[src/motor_sup_pkg.sv]
package motor_sup_pkg;
    localparam int CLK_HZ = 50_000_000;
    localparam int CLK_PERIOD_NS = 1_000_000_000 / CLK_HZ;
    // millisecond time base
    localparam int TICK_TIME_NS = 1_000_000;
    localparam int TICK_CYCLES = TICK_TIME_NS / CLK_PERIOD_NS;
    localparam int MS_W = 16;
    // self-test hold windows and step lengths, in ms
    localparam logic [MS_W-1:0] HOLD_LED_MAX_MS = 16'h07D0;
    localparam logic [MS_W-1:0] HOLD_HW_MAX_MS = 16'h1388;
    localparam logic [MS_W-1:0] LED_TEST_MS = 16'h07D0;
    localparam logic [MS_W-1:0] HW_TEST_MS = 16'h07D0;
    // direction lock-out
    localparam logic [MS_W-1:0] LOCK_STEP_MS = 16'h03E8;
    localparam logic [MS_W-1:0] LOCK_MIN_MS = 16'h0096;
    localparam logic [5:0] LOCK_MAX_S = 6'h3C;
    localparam logic [5:0] LOCK_RST_S = 6'h00;
    // invalid plug address that forces a full restore
    localparam logic [6:0] PLUG_RESTORE_ADDR = 7'h7F;
    // blink bits of the free ms counter
    localparam int FLASH_BIT = 9;
    localparam int FLICKER_BIT = 6;
    localparam int BLINK_W = 10;
    localparam int SYNC_W = 15;

    typedef enum logic [2:0] {
        ST_IDLE,
        ST_HOLD,
        ST_LED,
        ST_HW
    } st_state_t;
endpackage : motor_sup_pkg

[src/motor_starter_supervisor.sv]
`timescale 1ns/100ps
// How it works
// - self-test runs at power-up or re-init
// - self-test bit starts a test in operation
// - hold time picks LED, hardware or nothing
// - LED test lights all LEDs two seconds
// - hardware test blinks device LED by current
// - self-test error steady red, power cycle clears
// - monitoring raises error; active and ok reported
// - emergency start runs motor despite internal off
// - emergency start brake after release delay
// - seven conditions block emergency start
// - emergency start from commands, input, bit
// - emergency active shown while function enabled
// - factory command only manual, elements off
// - plug address 127 restores all, any mode
// - bus address reset applied on restart only
// - after restore enter auto mode, flag set
// - restored flag held until trip reset
// - input and sensor trips latch until reset
// - end-position trip cleared by counter command
// - never both directions energised together
// - lock-out 0 to 60 s before reversing
// - zero lock-out still means 150 ms
module motor_starter_supervisor
    import motor_sup_pkg::*;
#(
    parameter int TICK_CNT = TICK_CYCLES
) (
    input wire logic i_ref_clk,
    input wire logic i_rstn,
    input wire logic i_init,
    input wire logic i_selftest_bit,
    input wire logic i_hw_test_err,
    input wire logic i_monitor_err,
    input wire logic i_current_flow,
    input wire logic i_motor_on_cmd,
    input wire logic i_brake_on_cmd,
    input wire logic i_off_cmd,
    input wire logic i_int_off,
    input wire logic [MS_W-1:0] i_brake_delay_ms,
    input wire logic i_estart_on_cmd,
    input wire logic i_estart_off_cmd,
    input wire logic i_estart_input,
    input wire logic i_estart_bit,
    input wire logic i_dev_defect,
    input wire logic i_sw_overload,
    input wire logic i_supply_missing,
    input wire logic i_block_trip,
    input wire logic i_pi_error,
    input wire logic i_factory_cmd,
    input wire logic i_manual_mode,
    input wire logic [6:0] i_plug_addr,
    input wire logic i_restart_cmd,
    input wire logic i_trip_reset,
    input wire logic i_input_trip_evt,
    input wire logic i_sensor_ovl_evt,
    input wire logic i_endpos_cw_evt,
    input wire logic i_endpos_ccw_evt,
    input wire logic i_cw_cmd,
    input wire logic i_ccw_cmd,
    input wire logic [5:0] i_lockout_s,
    output logic o_led_all,
    output logic o_dev_led_red,
    output logic o_st_active,
    output logic o_st_ok,
    output logic o_st_error,
    output logic o_estart_active,
    output logic o_motor_on,
    output logic o_brake_on,
    output logic o_factory_restore,
    output logic o_factory_bus_reset,
    output logic o_enter_auto,
    output logic o_bus_reset_apply,
    output logic o_factory_restored,
    output logic o_input_trip,
    output logic o_sensor_ovl,
    output logic o_endpos_cw,
    output logic o_endpos_ccw,
    output logic o_cw_on,
    output logic o_ccw_on,
    output logic o_lockout_active
);
    ////////////////////////////////////////////////////////////////////
    // pin synchronisers
    logic [SYNC_W-1:0] sync1_q;
    logic [SYNC_W-1:0] sync2_q;
    wire logic [SYNC_W-1:0] pins = {i_plug_addr, i_current_flow,
        i_monitor_err, i_supply_missing, i_input_trip_evt,
        i_sensor_ovl_evt, i_endpos_cw_evt, i_endpos_ccw_evt,
        i_estart_input};
    wire logic [6:0] plug_s = sync2_q[14:8];
    wire logic current_s = sync2_q[7];
    wire logic monitor_s = sync2_q[6];
    wire logic supply_s = sync2_q[5];
    wire logic in_trip_s = sync2_q[4];
    wire logic sens_ovl_s = sync2_q[3];
    wire logic end_cw_s = sync2_q[2];
    wire logic end_ccw_s = sync2_q[1];
    wire logic es_input_s = sync2_q[0];

    always_ff @(posedge i_ref_clk or negedge i_rstn) begin
        if (!i_rstn) begin
            sync1_q <= '0;
            sync2_q <= '0;
        end else begin
            sync1_q <= pins;
            sync2_q <= sync1_q;
        end
    end

    ////////////////////////////////////////////////////////////////////
    // millisecond tick and blink counter
    logic [31:0] pre_q;
    logic [BLINK_W-1:0] blink_q;
    wire logic tick = (pre_q == 32'(TICK_CNT - 1));

    always_ff @(posedge i_ref_clk or negedge i_rstn) begin
        if (!i_rstn) begin
            pre_q <= '0;
            blink_q <= '0;
        end else begin
            pre_q <= tick ? '0 : pre_q + 32'h0000_0001;
            blink_q <= blink_q + BLINK_W'(tick);
        end
    end

    ////////////////////////////////////////////////////////////////////
    // self-test sequencer
    st_state_t st_q;
    st_state_t st_d;
    logic [MS_W-1:0] st_ms_q;
    logic [MS_W-1:0] st_ms_d;
    logic test_bit_q;
    logic boot_q;
    logic err_q;
    logic ok_q;
    wire logic test_rise = i_selftest_bit & ~test_bit_q;
    wire logic test_fall = ~i_selftest_bit & test_bit_q;
    wire logic start_led = boot_q | i_init;
    wire logic step_end = (st_q == ST_LED && st_ms_q >= LED_TEST_MS)
        || (st_q == ST_HW && st_ms_q >= HW_TEST_MS);
    wire logic ms_inc = tick && st_ms_q != '1;

    always_comb begin
        st_d = st_q;
        st_ms_d = st_ms_q + MS_W'(ms_inc);
        if (start_led) begin
            st_d = ST_LED;
            st_ms_d = '0;
        end else begin
            case (st_q)
                ST_IDLE: begin
                    if (test_rise) begin
                        st_d = ST_HOLD;
                        st_ms_d = '0;
                    end
                end
                ST_HOLD: begin
                    if (test_fall) begin
                        st_ms_d = '0;
                        if (st_ms_q < HOLD_LED_MAX_MS) begin
                            st_d = ST_LED;
                        end else if (st_ms_q <= HOLD_HW_MAX_MS) begin
                            st_d = ST_HW;
                        end else begin
                            st_d = ST_IDLE;
                        end
                    end
                end
                ST_LED, ST_HW: begin
                    if (step_end) begin
                        st_d = ST_IDLE;
                    end
                end
                default: st_d = ST_IDLE;
            endcase
        end
    end

    always_ff @(posedge i_ref_clk or negedge i_rstn) begin
        if (!i_rstn) begin
            st_q <= ST_IDLE;
            st_ms_q <= '0;
            test_bit_q <= 1'b0;
            boot_q <= 1'b1;
            err_q <= 1'b0;
            ok_q <= 1'b0;
        end else begin
            st_q <= st_d;
            st_ms_q <= st_ms_d;
            test_bit_q <= i_selftest_bit;
            boot_q <= 1'b0;
            // only a power cycle clears the error
            err_q <= err_q | monitor_s
                | (i_hw_test_err && st_q == ST_HW);
            if (start_led || (st_q == ST_HOLD && test_fall)) begin
                ok_q <= 1'b0;
            end else if (step_end) begin
                ok_q <= ~err_q;
            end
        end
    end

    ////////////////////////////////////////////////////////////////////
    // emergency start and run permission
    logic es_q;
    logic [MS_W-1:0] brk_ms_q;
    wire logic es_active = es_q | es_input_s | i_estart_bit;
    wire logic es_block = i_off_cmd | i_dev_defect | err_q | i_sw_overload
        | supply_s | i_block_trip | i_pi_error;
    wire logic es_ok = es_active & ~es_block;
    wire logic tripped = i_int_off | o_input_trip | o_sensor_ovl;
    wire logic run_ok = ~i_off_cmd & (~tripped | es_ok);
    wire logic brake_req = i_brake_on_cmd & run_ok;
    wire logic brake_go = brake_req
        && brk_ms_q >= i_brake_delay_ms;

    always_ff @(posedge i_ref_clk or negedge i_rstn) begin
        if (!i_rstn) begin
            es_q <= 1'b0;
            brk_ms_q <= '0;
        end else begin
            es_q <= i_estart_on_cmd | (es_q & ~i_estart_off_cmd);
            if (!brake_req) begin
                brk_ms_q <= '0;
            end else if (tick && brk_ms_q != '1) begin
                brk_ms_q <= brk_ms_q + 16'h0001;
            end
        end
    end

    ////////////////////////////////////////////////////////////////////
    // reversing with lock-out
    logic cw_q;
    logic ccw_q;
    logic last_ccw_q;
    logic [MS_W-1:0] lock_q;
    wire logic [5:0] lock_s = (i_lockout_s > LOCK_MAX_S) ? LOCK_MAX_S
        : i_lockout_s;
    wire logic [MS_W-1:0] lock_set_ms = (lock_s == LOCK_RST_S)
        ? LOCK_MIN_MS : MS_W'(lock_s * LOCK_STEP_MS);
    wire logic lock_busy = (lock_q != '0);
    wire logic cw_req = i_cw_cmd & run_ok & ~o_endpos_cw;
    wire logic ccw_req = i_ccw_cmd & run_ok & ~o_endpos_ccw;
    wire logic cw_d = cw_req & ~ccw_req & ~ccw_q
        & ~(lock_busy & last_ccw_q);
    wire logic ccw_d = ccw_req & ~cw_req & ~cw_q
        & ~(lock_busy & ~last_ccw_q);
    wire logic dir_off = (cw_q & ~cw_d) | (ccw_q & ~ccw_d);

    always_ff @(posedge i_ref_clk or negedge i_rstn) begin
        if (!i_rstn) begin
            cw_q <= 1'b0;
            ccw_q <= 1'b0;
            last_ccw_q <= 1'b0;
            lock_q <= '0;
        end else begin
            cw_q <= cw_d;
            ccw_q <= ccw_d;
            if (dir_off) begin
                last_ccw_q <= ccw_q;
                lock_q <= lock_set_ms;
            end else if (tick && lock_busy) begin
                lock_q <= lock_q - 16'h0001;
            end
        end
    end

    ////////////////////////////////////////////////////////////////////
    // factory setting and trip latches
    logic plug_hit_q, bus_pend_q, motor_q, brake_q, restore_q;
    logic bus_reset_q, apply_q, restored_q, in_trip_q, sens_q;
    logic end_cw_q, end_ccw_q;
    wire logic plug_hit = (plug_s == PLUG_RESTORE_ADDR);
    wire logic plug_restore = plug_hit & ~plug_hit_q;
    wire logic cmd_restore = i_factory_cmd & i_manual_mode & ~cw_q
        & ~ccw_q & ~motor_q & ~brake_q;
    wire logic restore = cmd_restore | plug_restore;

    always_ff @(posedge i_ref_clk or negedge i_rstn) begin
        if (!i_rstn) begin
            plug_hit_q <= 1'b0;
            bus_pend_q <= 1'b0;
            motor_q <= 1'b0;
            brake_q <= 1'b0;
            restore_q <= 1'b0;
            bus_reset_q <= 1'b0;
            apply_q <= 1'b0;
            restored_q <= 1'b0;
            in_trip_q <= 1'b0;
            sens_q <= 1'b0;
            end_cw_q <= 1'b0;
            end_ccw_q <= 1'b0;
        end else begin
            plug_hit_q <= plug_hit;
            motor_q <= i_motor_on_cmd & run_ok;
            brake_q <= brake_go;
            restore_q <= restore;
            bus_reset_q <= plug_restore;
            bus_pend_q <= plug_restore | (bus_pend_q & ~i_restart_cmd);
            apply_q <= bus_pend_q & i_restart_cmd;
            restored_q <= restore | (restored_q & ~i_trip_reset);
            in_trip_q <= in_trip_s | (in_trip_q & ~i_trip_reset);
            sens_q <= sens_ovl_s | (sens_q & ~i_trip_reset);
            end_cw_q <= end_cw_s | (end_cw_q & ~i_ccw_cmd);
            end_ccw_q <= end_ccw_s | (end_ccw_q & ~i_cw_cmd);
        end
    end

    ////////////////////////////////////////////////////////////////////
    // outputs
    wire logic hw_blink = current_s ? blink_q[FLASH_BIT]
        : blink_q[FLICKER_BIT];
    assign o_dev_led_red = err_q
        | (st_q == ST_LED) | (st_q == ST_HW && hw_blink);
    assign o_led_all = (st_q == ST_LED);
    assign o_st_active = (st_q == ST_LED) | (st_q == ST_HW);
    assign o_st_ok = ok_q;
    assign o_st_error = err_q;
    assign o_estart_active = es_active;
    assign o_motor_on = motor_q;
    assign o_brake_on = brake_q;
    assign o_factory_restore = restore_q;
    assign o_factory_bus_reset = bus_reset_q;
    assign o_enter_auto = restore_q;
    assign o_bus_reset_apply = apply_q;
    assign o_factory_restored = restored_q;
    assign o_input_trip = in_trip_q;
    assign o_sensor_ovl = sens_q;
    assign o_endpos_cw = end_cw_q;
    assign o_endpos_ccw = end_ccw_q;
    assign o_cw_on = cw_q;
    assign o_ccw_on = ccw_q;
    assign o_lockout_active = lock_busy;
endmodule : motor_starter_supervisor

[config.mk]
export PLATFORM = sky130hd
export DESIGN_NAME = motor_starter_supervisor
export DESIGN_NICKNAME = d
export VERILOG_FILES = /design/src/motor_sup_pkg.sv /design/src/motor_starter_supervisor.sv
export SDC_FILE = /design/constraint.sdc
export NUM_CORES = 1
export LEC_CHECK = 0
export ABC_AREA = 1
export BUFFER_PORTS_ARGS = -buffer_cell sky130_fd_sc_hd__buf_4
export CORE_MARGIN = 8
export CORE_UTILIZATION = 43
export CTS_BUF_LIST = sky130_fd_sc_hd__clkbuf_4
export DETAILED_ROUTE_END_ITERATION = 16
export SYNTH_ARGS = -nofsm -noshare
export SYNTH_HDL_FRONTEND = slang
export SYNTH_SLANG_ARGS = --single-unit
[constraint.sdc]
create_clock -name i_ref_clk -period 2.85 [get_ports i_ref_clk]
set_input_delay 0.57 -clock i_ref_clk [delete_from_list [all_inputs] [get_ports i_ref_clk]]
set_output_delay 0.57 -clock i_ref_clk [all_outputs]
set_load 0.02 [all_outputs]
# ---- After elaboration in Yosys (flattened, before gate mapping)
# Cells that the tools add are included.
# Widths: inputs -> output; s select.
dict set report totals {
  output_inout_bits 20
  rom_bits 0
  word_cells 174
  mem_bits_rw 0
  input_bits 59
  reg_bits 143
  mem_count 0
  latchBits 0
}
dict set report op_classes {
  n_bitwise 85
  n_shift 0
  order_cmp 5
  n_reduce_logical 18
  multipliers 1
  n_div 0
  addsub 5
  n_eq_ne 11
  mux 21
}
# operator n
set ops {}
lappend ops {{$mux 16} 8}
lappend ops {{$and 1x1->1} 34}
lappend ops {{$add 32x1->32 const B} 1}
lappend ops {{$eq 32x16->1 const B} 1}
lappend ops {{$mux 32} 1}
lappend ops {{$ne 16x16->1 const B} 2}
lappend ops {{$pmux 16 s2} 1}
lappend ops {{$or 1x1->1} 26}
lappend ops {{$not 1->1} 25}
lappend ops {{$add 16x1->16} 1}
lappend ops {{$add 16x1->16 const B} 1}
lappend ops {{$ge 16x11->1 const B} 1}
lappend ops {{$ge 16x16->1} 1}
lappend ops {{$le 16x13->1 const B} 1}
lappend ops {{$lt 16x11->1 const B} 1}
lappend ops {{$reduce_bool 16->1} 1}
lappend ops {{$sub 16x1->16 const B} 1}
lappend ops {{$mul 6x7->13 const B} 1}
lappend ops {{$mux 3} 4}
lappend ops {{$add 10x1->10} 1}
lappend ops {{$logic_and 1x1->1} 9}
lappend ops {{$ne 3x3->1 const B} 3}
lappend ops {{$pmux 3 s3} 1}
lappend ops {{$eq 7x7->1 const B} 1}
lappend ops {{other kinds (13)} 19}

# ---- Longest topological paths before layout
# Gate-level depths: netlist (run 1).
dict set report logic_depth {
  word_depth 20
  depth_mapped 26
  mapped_depth_nobuf 26
}

# ---- Least setup slack after synthesis (run 1)
# No wires, ideal clock.
dict set report synth_timing {
  path_type {in2reg}
  startpoint {in i_lockout_s[4]}
  endpoint {reg lock_q[14]}
  slack_ps -1124
  n_path_buf 0
  arrival_time_ps 3910
  cell_stages 22
  cell_sequence {ha_1 -> nand3_1 -> nand2_1 -> nor2_1 -> inv_1 -> o21ai_0 -> inv_1 -> ha_1 -> inv_1 -> fa_1 -> fa_1 -> inv_1 -> ha_1 -> a21oi_1 -> nand2_1 -> nand3_1 -> nand3_1 -> a21oi_1 -> nand3_1 -> nand2_1 -> nand2_1 -> nand2_1}
}
dict set report synth_via {
  elab_chain_len 5
}
# item line_no
set synth_lines {}
lappend synth_lines {{from (decl)} motor_starter_supervisor.sv:62} ;# input wire logic [5:0] i_lockout_s,
lappend synth_lines {{$gt 6x6->1} motor_starter_supervisor.sv:239} ;# wire logic [5:0] lock_s = (i_lockout_s > LOCK_MAX_S) ? LOCK_MAX_S
lappend synth_lines {{$mux 6 (*)} motor_starter_supervisor.sv:239}
lappend synth_lines {{$mul 6x7->13 / $logic_not 6->1 (equally long branches)} {motor_starter_supervisor.sv:242, motor_starter_supervisor.sv:241}}
lappend synth_lines {{$mux 16 (*)} motor_starter_supervisor.sv:242} ;# ? LOCK_MIN_MS : MS_W'(lock_s * LOCK_STEP_MS);
lappend synth_lines {{$mux 16 (*)} motor_starter_supervisor.sv:261} ;# if (dir_off) begin
lappend synth_lines {{to (signal assigned)} motor_starter_supervisor.sv:263} ;# lock_q <= lock_set_ms;
lappend synth_lines {{to (signal assigned)} motor_starter_supervisor.sv:265} ;# lock_q <= lock_q - 16'h0001;
lappend synth_lines {{to (decl)} motor_starter_supervisor.sv:238} ;# logic [MS_W-1:0] lock_q;
# Every way passes the cells marked *; elsewhere a longest branch is shown, timed or not.
# A chain may end at the register's enable or synchronous reset.

# ---- Worst setup path in the final report (run 1)
dict set report layout_timing {
  startpoint {in i_lockout_s[5]}
  endpoint {reg lock_q[13]}
}
# The elaborated chain is that of the path after synthesis.

==> qor.yml, run 1 <==
route:
  wl_um: 20200
  drt_iter0_markers: 375
  drc: 0
  avgRoutedWirePerCell_um: 13.5
  first_pass_iters: 7
  drtAntennaViolNets: 0
  vias: 7275
  viasPerCell: 4.87
layout:
  nets: 1331
  multi_input_comb_area_um2: 4500
  finalNonFillerCells: 1493
  nFillCells: 1844
  regArea_um2: 3550
  syn2layout_area_growth_pct: 26.2
  final_cell_area_um2: 10700
  drive_gt1_share_pct: 22.7
clock_tree:
  h-tree-depth: 4
  tritoncts: "yes"
  cts.sinks: 142
  cts-root-buf: "clkbuf_4"
  cts.clk_slew.worst_paths_ns: 0.13
  insertion_delay_ns: 0.56
  numCtsBuffers: 17
  cts_buffer_depth: 2
critical_path:
  path_max_fanout: 5
  max_stage_delay_ns: 0.50
  critPathBufInv: 7
  end_kind: "register"
  worstSetupPathType: "input port to register"
  crit_top_cell: "inv_2"
  worstSetupStartpointType: "input port"
  arrival_ns: 3.67
  critPathTopFamily: "adder cells"
  critPathRequiredTime_ns: 3.32
  cp_cell_sequence: "buf_8 > ha_4 > nand3_4 > nand2_4 > nor2_4 > inv_2 > o21ai_4 > inv_2 > ha_4 > inv_2 > fa_2 > fa_1 > inv_2 > ha_4 > buf_4 > nand4_1 > o211ai_1 > xnor2_1 > nor2_1 > nand2_1 > nand2_1 > nand2_1 > inv_1"
  critPathSlowestCell: "fa_1"
sta:
  tightestPinTransition_ns: 0.727
  maxSlewViolCount: 0
  holdWs_ns: 0.102
  rsz0062_at_grt: "true"
  setup_viol: 8
  period_share_pct: 112
  setup_ws_ns: -0.343
  final-hold-violation-count: 0
  clock.fmax_ghz: 0.313
  fin_skew_ns: 0.0179
  fin_crit_ns: 3.19
  max-slew-margin-rel_pct: 50.9
yosys:
  async_flop_share_pct: 100
  syn_avg_cell_area_um2: 8.07
  ys_ff_latch: 142
  ys.warnings.count: 0
  syn_nets: 1165
  synth-edff-count: 0
  ys_seq_area_share_pct: 42.0
  synth_cell_types: 47
  synth_ff_type: "dfrtp_1"
  syn_area_um2: 8460
  synthCells: 1048
grt:
  grt_pass1_wl_um: 34200
  overflow: 0
  antenna_found_initial: 1
  first_global_vias: 7415
  track_usage_pct: 17.3
  grt_start_max_net_pins: 75
placement:
  dp_cells: 1432
  postPlaceCellArea_um2: 9820
  dp_slack_ns: -0.995
  gp_congestion: 0.845
  portBuffers: 78
  dpl.hpwl_um: 15000
power:
  sequentialPowerShare_pct: 42.8
  p_leak_nw: 5.39
  p_int_w: 0.00345
  swShare_pct: 32.2
  power.density_nw_per_um2: 477
  peakVddDrop_mv: 0.280
  p_sw_w: 0.00164
  clockPowerShare_pct: 27.9
  power_frac_comb_pct: 29.3
run:
  maxCapViolations: 0
floorplanning:
  die_h_um: 156
  start_util_pct: 43.6
  coreArea_um2: 19400
  die-area_um2: 24400
  ios: 79
  dieWidth_um: 156
  num_rows: 51
run_status:
  violations: "setup timing"
  status: "finished, violations left"
hold_path:
  worst_hold_path_type: "input port to register"
final timing paths:
path / from / to / slack [ns] / cells after the start
setup / recovery: i_lockout_s[5] / lock_q[13] / -0.34 / 23
hold / removal: i_plug_addr[0] / sync1_q[8] / 0.10 / 1
setup reg to reg: pre_q[30] / st_ms_q[14] / 0.14 / 15
hold reg to reg: sync1_q[13] / sync2_q[13] / 0.35 / 0
max in group asynchronous: i_rstn / o_brake_on / 1.62 / 3
min in group asynchronous: i_rstn / st_ms_q[10] / 0.47 / 2
cells in the final DEF (no fill, tap or decap), types with 29 or more instances in the layout:
master and instances:
nand2_1 176, inv_1 169, buf_4 154, dfrtp_1 141, nor2_1 109, nand3_1 93, xor2_1 44, nor3_1 38
ha_1 36, nand4_1 29
repair_timing:
item	in CTS	in global routing
hold endpoints to repair	34	0
pin swaps	35	47
hold buffers	1	0
buffers inserted	20	8
gates resized for setup	31	40
setup endpoints to repair	10	14
cells by family after synthesis:
group,after synthesis,share of synthesized area [%]
other cells,1,0.0443
fa+ha+maj,58,9.38
buf+inv,199,9.16
compound gates,85,6.11
xor+xnor,60,6.21
mux,1,0.118
flops,142,42.0
simple gates,502,26.9
flip-flops by register name, summed over array words and instances (netlist names), 2 cells and up:
register	cells
pre_q	32
brk_ms_q	16
lock_q	16
st_ms_q	16
sync1_q	15
sync2_q	15
blink_q	10
st_q	2
metal layers:
| layer | share of wire [%] | track usage, % | vias to the layer above | wire [um] |
|---|---|---|---|---|
| li1 | - | - | 3704 | - |
| met5 | 0 | 0 | - | 0 |
| met4 | 1.5 | 5.26 | 0 | 306 |
| met3 | 3.4 | 3.89 | 27 | 688 |
| met1 | 45 | 20.9 | 3447 | 9050 |
| met2 | 50 | 30.2 | 97 | 10100 |
power by group through the flow:
stage | Sequential, W | Combinational [W] | Clock (W)
after floorplan | 0.00220 | 0.000804 | 0
after global placement | 0.00221 | 0.00121 | 0
after detailed placement | 0.00221 | 0.00123 | 0
after CTS | 0.00218 | 0.00141 | 0.00148
after global routing | 0.00219 | 0.00167 | 0.00157
final | 0.00218 | 0.00149 | 0.00142
cell type report:
class	instances	area share [%]
clock inverter	15	1.76
inverter	184	6.52
antenna	1	0.0234
timing repair buffer	162	11.9
clock buffer	17	1.20
multi-input combinational	707	42.2
sequential	142	33.3
tap	265	3.11
Yosys cell counts (9+ instances only):
cell type  instances  area share (%)
nand3_1          102             6.0
nor2_1           112             5.0
nand2_1          181             8.0
xor2_1            46             4.8
fa_1               9             2.1
ha_1              49             7.2
o21ai_1            9            0.53
inv_1            184             8.2
nand4_1           29             2.1
nor3_1            40             2.4
xnor2_1           14             1.4
dfrtp_1          141              42
a21oi_1           25             1.5
o21ai_0           19             1.1
metrics by stage:
step	utilization [%]	setup TNS (ns)	total power [W]
5_1_grt	55.0	-3.05	0.00542
3_3_place_gp	50.6	-6.68	0.00342
3_5_place_dp	50.6	-7.36	0.00345
6_report	55.0	-1.93	0.00509
4_1_cts	53.8	-1.53	0.00506
2_1_floorplan	-	-4.37	0.00301
(Power assumes the default switching activity.)
==> inputs of run 2 (changes only) <==
CORE_UTILIZATION = 50   (was 43)
PLACE_DENSITY = 0.72   (was unset)
==> qor.yml, run 2 (synthesized netlist as in run 1, its figures left out) <==
floorplanning:
  coreArea_um2: 16600  # -15%
  die_h_um: 146  # -6.5%
  start_util_pct: 51.0  # +7.4 points
  num_rows: 47  # -7.8%
  die-area_um2: 21300  # -13%
  dieWidth_um: 146  # -6.5%
  ios: 79  # unchanged
critical_path:
  worstRegToRegCells: 15  # unchanged
  end_kind: "register"
  critPathSlowestCell: "fa_1"
  cp_cell_sequence: "buf_8 > ha_4 > nand3_4 > nand2_4 > nor2_4 > inv_2 > o21ai_4 > inv_2 > ha_4 > inv_2 > fa_2 > fa_1 > inv_2 > ha_4 > nand3_2 > nand2_2 > nand3_2 > nand2_1 > nand2_1 > a21oi_1 > nand3_1 > nand2_1 > nand2_1 > nand2_1"
  regToRegEndpoint: "st_ms_q[14]"
  r2r-start: "pre_q[30]"
  worstSetupPathType: "input port to register"
  max_stage_delay_ns: 0.55  # +0.05 ns
  critPathRequiredTime_ns: 3.34  # +0.02 ns
  arrival_ns: 3.66  # about the same
  crit_top_cell: "nand2_1"
  worstSetupStartpointType: "input port"
  rrSetupSlack_ns: 0.14  # about the same
  path_max_fanout: 6  # +1
route:
  drt_iter0_markers: 373  # -0.53%
  drtAntennaViolNets: 0  # unchanged
  drc: 0  # unchanged
  avgRoutedWirePerCell_um: 13.4  # -0.50%
  first_pass_iters: 5  # -2
  viasPerCell: 5.10  # +4.6%
  vias: 7268  # -0.096%
  wl_um: 19200  # -5.0%
power:
  peakVddDrop_mv: 0.329  # +18%
  p_leak_nw: 5.25  # -2.5%
  power.density_nw_per_um2: 494  # +3.7%
grt:
  overflow: 0  # unchanged
  first_global_vias: 7129  # -3.9%
  grt_start_max_net_pins: 51  # -32%
  grt_pass1_wl_um: 32500  # -5.0%
  antenna_found_initial: 1  # unchanged
  track_usage_pct: 18.2  # +0.85 points
sta:
  setup_ws_ns: -0.319  # +0.0245 ns
  period_share_pct: 111  # -0.86 points
  clock.fmax_ghz: 0.316  # +0.77%
  maxSlewViolCount: 0  # unchanged
  max-slew-margin-rel_pct: 53.9  # +2.9 points
  fin_crit_ns: 3.17  # -0.0245 ns
  rsz0062_at_grt: "true"
  setup_viol: 7  # -1
  fin_skew_ns: 0.0231  # +0.00515 ns
  tightestPinTransition_ns: 0.683  # -0.0436 ns
  final-hold-violation-count: 0  # unchanged
run_status:
  violations: "setup timing"
  status: "finished, violations left"
layout:
  regMostFlops: "pre_q"
  final_cell_mix: "nand2_1 (176), inv_1 (169), dfrtp_1 (138)"
  drive_gt1_share_pct: 20.7  # -2.1 points
  nFillCells: 1426  # -23%
  nets: 1309  # -1.7%
  largest_reg_flops: 32  # unchanged
  final_cell_area_um2: 10400  # -2.9%
  layout_commonest_cell: "nand2_1"
  fin_util_pct: 62.5  # +7.5 points
  syn2layout_area_growth_pct: 22.5
clock_tree:
  tritoncts: "yes"
  insertion_delay_ns: 0.56  # about the same
  cts.sinks: 142  # unchanged
  cts.clk_slew.worst_paths_ns: 0.12  # about the same
  cts_buffer_depth: 2  # unchanged
  numCtsBuffers: 17  # unchanged
  cts-root-buf: "clkbuf_4"
  h-tree-depth: 4  # unchanged
hold_path:
  min_path_cells: 1  # unchanged
  hold_start: "i_plug_addr[6]"
  worst_hold_path_type: "input port to register"
  min_to: "sync1_q[14]"
run:
  maxCapViolations: 0  # unchanged
placement:
  postPlaceCellArea_um2: 9700  # -1.2%
  portBuffers: 78  # unchanged
  gp_congestion: 0.915  # +8.3%
  dpl.hpwl_um: 14800  # -1.4%
[run 2: worst max-delay path, delay by kind of cell]
kind | cells | cell delay, ns
AO/OA/AOI/OAI | 2 | 0.20
adder cells (fa/ha/maj) | 5 | 1.70
buffers and inverters | 5 | 0.33
AND/OR/NAND/NOR | 12 | 0.87
[run 2: power breakdown]
group          total, W  leakage, nW  switching, W  internal, W
clock network   0.00157        0.188      0.000746     0.000824
registers       0.00218         1.83     0.0000775      0.00210
logic           0.00137         3.23      0.000713     0.000660
[run 2: layer usage]
metal	global-route usage [%]	vias to the layer above	routed length [um]
met1	21.7	3436	8400
met2	32.0	152	9700
met5	0	-	0
met4	4.95	0	233
met3	4.33	22	825
li1	-	3658	-
[run 2: worst max-delay path by stage]
stage	from	endpoint	slack, ns	cells past startpoint
after floorplan	i_lockout_s[4]	lock_q[12]	-0.67	23
after global placement	i_lockout_s[4]	lock_q[15]	-0.88	25
after detailed placement	i_lockout_s[4]	lock_q[14]	-0.98	24
after CTS	i_lockout_s[5]	lock_q[15]	-0.29	25
after global routing	i_lockout_s[4]	lock_q[12]	-0.48	24
final	i_lockout_s[4]	lock_q[14]	-0.32	24
[run 2: stage by stage]
| step | power [W] | worst slack, ns | hold slack [ns] | instances | TNS (ns) |
|---|---|---|---|---|---|
| 6_report | 0.00512 | -0.319 | 0.117 | 1426 | -1.52 |
| 5_1_grt | 0.00543 | -0.476 | 0.0635 | 1426 | -2.62 |
| 4_1_cts | 0.00513 | -0.292 | 0.0746 | 1421 | -1.48 |
| 3_5_place_dp | 0.00344 | -0.980 | 0.335 | 1380 | -7.20 |
| 3_3_place_gp | 0.00341 | -0.881 | 0.332 | 1380 | -6.46 |
| 2_1_floorplan | 0.00301 | -0.674 | 0.274 | 1048 | -4.37 |
[run 2: layout make-up]
| cell class | count | area, um2 | area share [%] |
|---|---|---|---|
| Multi-Input combinational cell | 707 | 4390 | 42.3 |
| Inverter | 184 | 691 | 6.67 |
| Clock inverter | 12 | 210 | 2.03 |
| Timing Repair Buffer | 140 | 1090 | 10.5 |
| Antenna cell | 1 | 2.50 | 0.0241 |
| Clock buffer | 20 | 150 | 1.45 |
| Tap cell | 220 | 275 | 2.66 |
| Sequential cell | 142 | 3560 | 34.3 |
[run 2: repair_timing]
item                       4_1_cts  5_1_grt
pin swaps                       22       19
hold buffers                     1        0
resized for setup               18       37
hold endpoints to repair        47        0
setup buffers                    8        5
setup endpoints to repair        9       14
==> inputs of run 3 (changes only) <==
REMOVE_ABC_BUFFERS = 1   (was unset)
==> qor.yml, run 3 (synthesized netlist as in run 1, its figures left out) <==
hold_path:
  min_to: "sync1_q[6]"
  hold_start: "i_monitor_err"
  worst_hold_path_type: "input port to register"
  min_path_cells: 1  # unchanged
power:
  sequentialPowerShare_pct: 41.4  # -1.1 points
  swShare_pct: 29.5  # -0.52 points
  p_leak_nw: 5.32  # +1.3%
  peakVddDrop_mv: 0.303  # -8.0%
  p_sw_w: 0.00155  # +0.86%
  clockPowerShare_pct: 30.4  # -0.3 points
  total_power_w: 0.00525  # +2.6%
  power_frac_comb_pct: 28.2  # +1.4 points
  power.density_nw_per_um2: 501  # +1.3%
  p_int_w: 0.00370  # +3.4%
grt:
  antenna_found_initial: 1  # unchanged
  overflow: 0  # unchanged
  grt_pass1_wl_um: 33400  # +2.6%
  track_usage_pct: 18.8  # +0.61 points
  grt_start_max_net_pins: 68  # +33%
  first_global_vias: 7206  # +1.1%
placement:
  dpl.hpwl_um: 14400  # -2.4%
  dp_cells: 1381  # +0.072%
  postPlaceCellArea_um2: 9630  # -0.74%
  gp_congestion: 0.911  # -0.43%
  portBuffers: 78  # unchanged
sta:
  tightestPinTransition_ns: 0.634  # -0.0489 ns
  maxSlewViolCount: 0  # unchanged
  period_share_pct: 113  # +2.2 points
  rsz0062_at_grt: "true"
  fin_tns_setup_ns: -2.20  # -0.678 ns
  final-hold-violation-count: 0  # unchanged
  setup_viol: 8  # +1
  fin_crit_ns: 3.23  # +0.0623 ns
  max-slew-margin-rel_pct: 57.3  # +3.5 points
  fin_skew_ns: 0.0136  # -0.00953 ns
  clock.fmax_ghz: 0.310  # -1.9%
  setup_ws_ns: -0.381  # -0.0623 ns
route:
  wl_um: 19800  # +3.6%
  avgRoutedWirePerCell_um: 13.8  # +2.7%
  drc: 0  # unchanged
  first_pass_iters: 7  # +2
  drtAntennaViolNets: 0  # unchanged
  vias: 7241  # -0.37%
  drt_iter0_markers: 442  # +18%
  viasPerCell: 5.04  # -1.2%
clock_tree:
  cts.sinks: 142  # unchanged
  tritoncts: "yes"
  numCtsBuffers: 17  # unchanged
  insertion_delay_ns: 0.55  # about the same
  cts-root-buf: "clkbuf_4"
  cts_buffer_depth: 2  # unchanged
  cts.clk_slew.worst_paths_ns: 0.12  # about the same
  h-tree-depth: 4  # unchanged
floorplanning:
  coreArea_um2: 16600  # unchanged
  ios: 79  # unchanged
  dieWidth_um: 146  # unchanged
  start_util_pct: 51.0  # unchanged
  die-area_um2: 21300  # unchanged
  num_rows: 47  # unchanged
  die_h_um: 146  # unchanged
layout:
  syn2layout_area_growth_pct: 24.1
  finalNonFillerCells: 1438  # +0.84%
  final_cell_mix: "nand2_1 (174), inv_1 (172), buf_4 (143)"
  nets: 1321  # +0.92%
  final_cell_area_um2: 10500  # +1.3%
  largest_reg_flops: 32  # unchanged
  layout_commonest_cell: "nand2_1"
  regMostFlops: "pre_q"
  drive_gt1_share_pct: 21.2  # +0.54 points
run:
  maxCapViolations: 0  # unchanged
critical_path:
  arrival_ns: 3.69  # +0.03 ns
  path_max_fanout: 5  # -1
  worstSetupPathType: "input port to register"
  r2r-start: "pre_q[31]"
  worstRegToRegCells: 15  # unchanged
  rrSetupSlack_ns: 0.13  # about the same
  end_kind: "register"
  worstSetupStartpointType: "input port"
  critPathRequiredTime_ns: 3.31  # -0.03 ns
  regToRegEndpoint: "st_ms_q[14]"
run_status:
  violations: "setup timing"
  status: "finished, violations left"
[run 3: timing repair]
action | 4_1_cts | 5_1_grt
endpoints found under the hold margin | 48 | 0
endpoints found under the setup margin | 8 | 13
resized for setup | 40 | 33
setup buffers | 12 | 11
pin swaps | 33 | 34
hold buffers | 1 | 0
[run 3: through the flow]
step                utilization, %  hold slack [ns]  worst slack (ns)
detailed placement            58.0            0.335             -1.31
CTS                           61.8           0.0708            -0.318
finish                        63.3            0.117            -0.381
global placement              58.0            0.333             -1.18
floorplan                        -            0.274             -1.13
global route                  63.3           0.0537            -0.510
[run 3: cell type report]
type / instances / area, um2
clock buffers: 19 / 143
clock inverters: 13 / 219
well taps: 220 / 275
fillers: 1450 / 6090
flip-flops and latches: 142 / 3560
inverters: 184 / 691
multi-input cells: 707 / 4420
diodes: 1 / 2.50
repair buffers: 152 / 1190
[run 3: worst max-delay path by stage]
| stage | endpoint | start | slack [ns] |
|---|---|---|---|
| final | lock_q[12] | i_lockout_s[4] | -0.38 |
| after global routing | lock_q[12] | i_lockout_s[4] | -0.51 |
| after CTS | lock_q[15] | i_lockout_s[5] | -0.32 |
| after detailed placement | lock_q[12] | i_lockout_s[4] | -1.31 |
| after global placement | lock_q[14] | i_lockout_s[4] | -1.18 |
| after floorplan | lock_q[14] | i_lockout_s[4] | -1.13 |
[run 3: per-layer routing]
layer	GRT usage, %	wire (um)
met1	22.9	8600
met2	32.3	10100
met3	4.23	792
met4	6.13	321
met5	0	0
[run 3: power groups by stage]
| stage | logic, W | registers, W | clock network [W] |
|---|---|---|---|
| final | 0.00148 | 0.00218 | 0.00160 |
| after global routing | 0.00164 | 0.00219 | 0.00172 |
| after CTS | 0.00136 | 0.00217 | 0.00163 |
| after detailed placement | 0.00117 | 0.00221 | 0 |
| after global placement | 0.00115 | 0.00221 | 0 |
| after floorplan | 0.000731 | 0.00221 | 0 |
[run 3: critical path, stage by stage]
cell     delay [ns]
buf_8          0.10
ha_4           0.16
nand3_4        0.07
nand2_4        0.06
nor2_4         0.10
inv_2          0.05
o21ai_2        0.07
inv_2          0.08
ha_4           0.27
inv_2          0.04
fa_2           0.46
fa_1           0.53
inv_2          0.05
ha_4           0.26
a21oi_4        0.17
nor2_1         0.06
nor2_1         0.13
o21ai_2        0.08
xnor2_1        0.13
nor2_1         0.05
nand2_1        0.07
nand2_1        0.05
nand2_1        0.05
inv_1          0.04
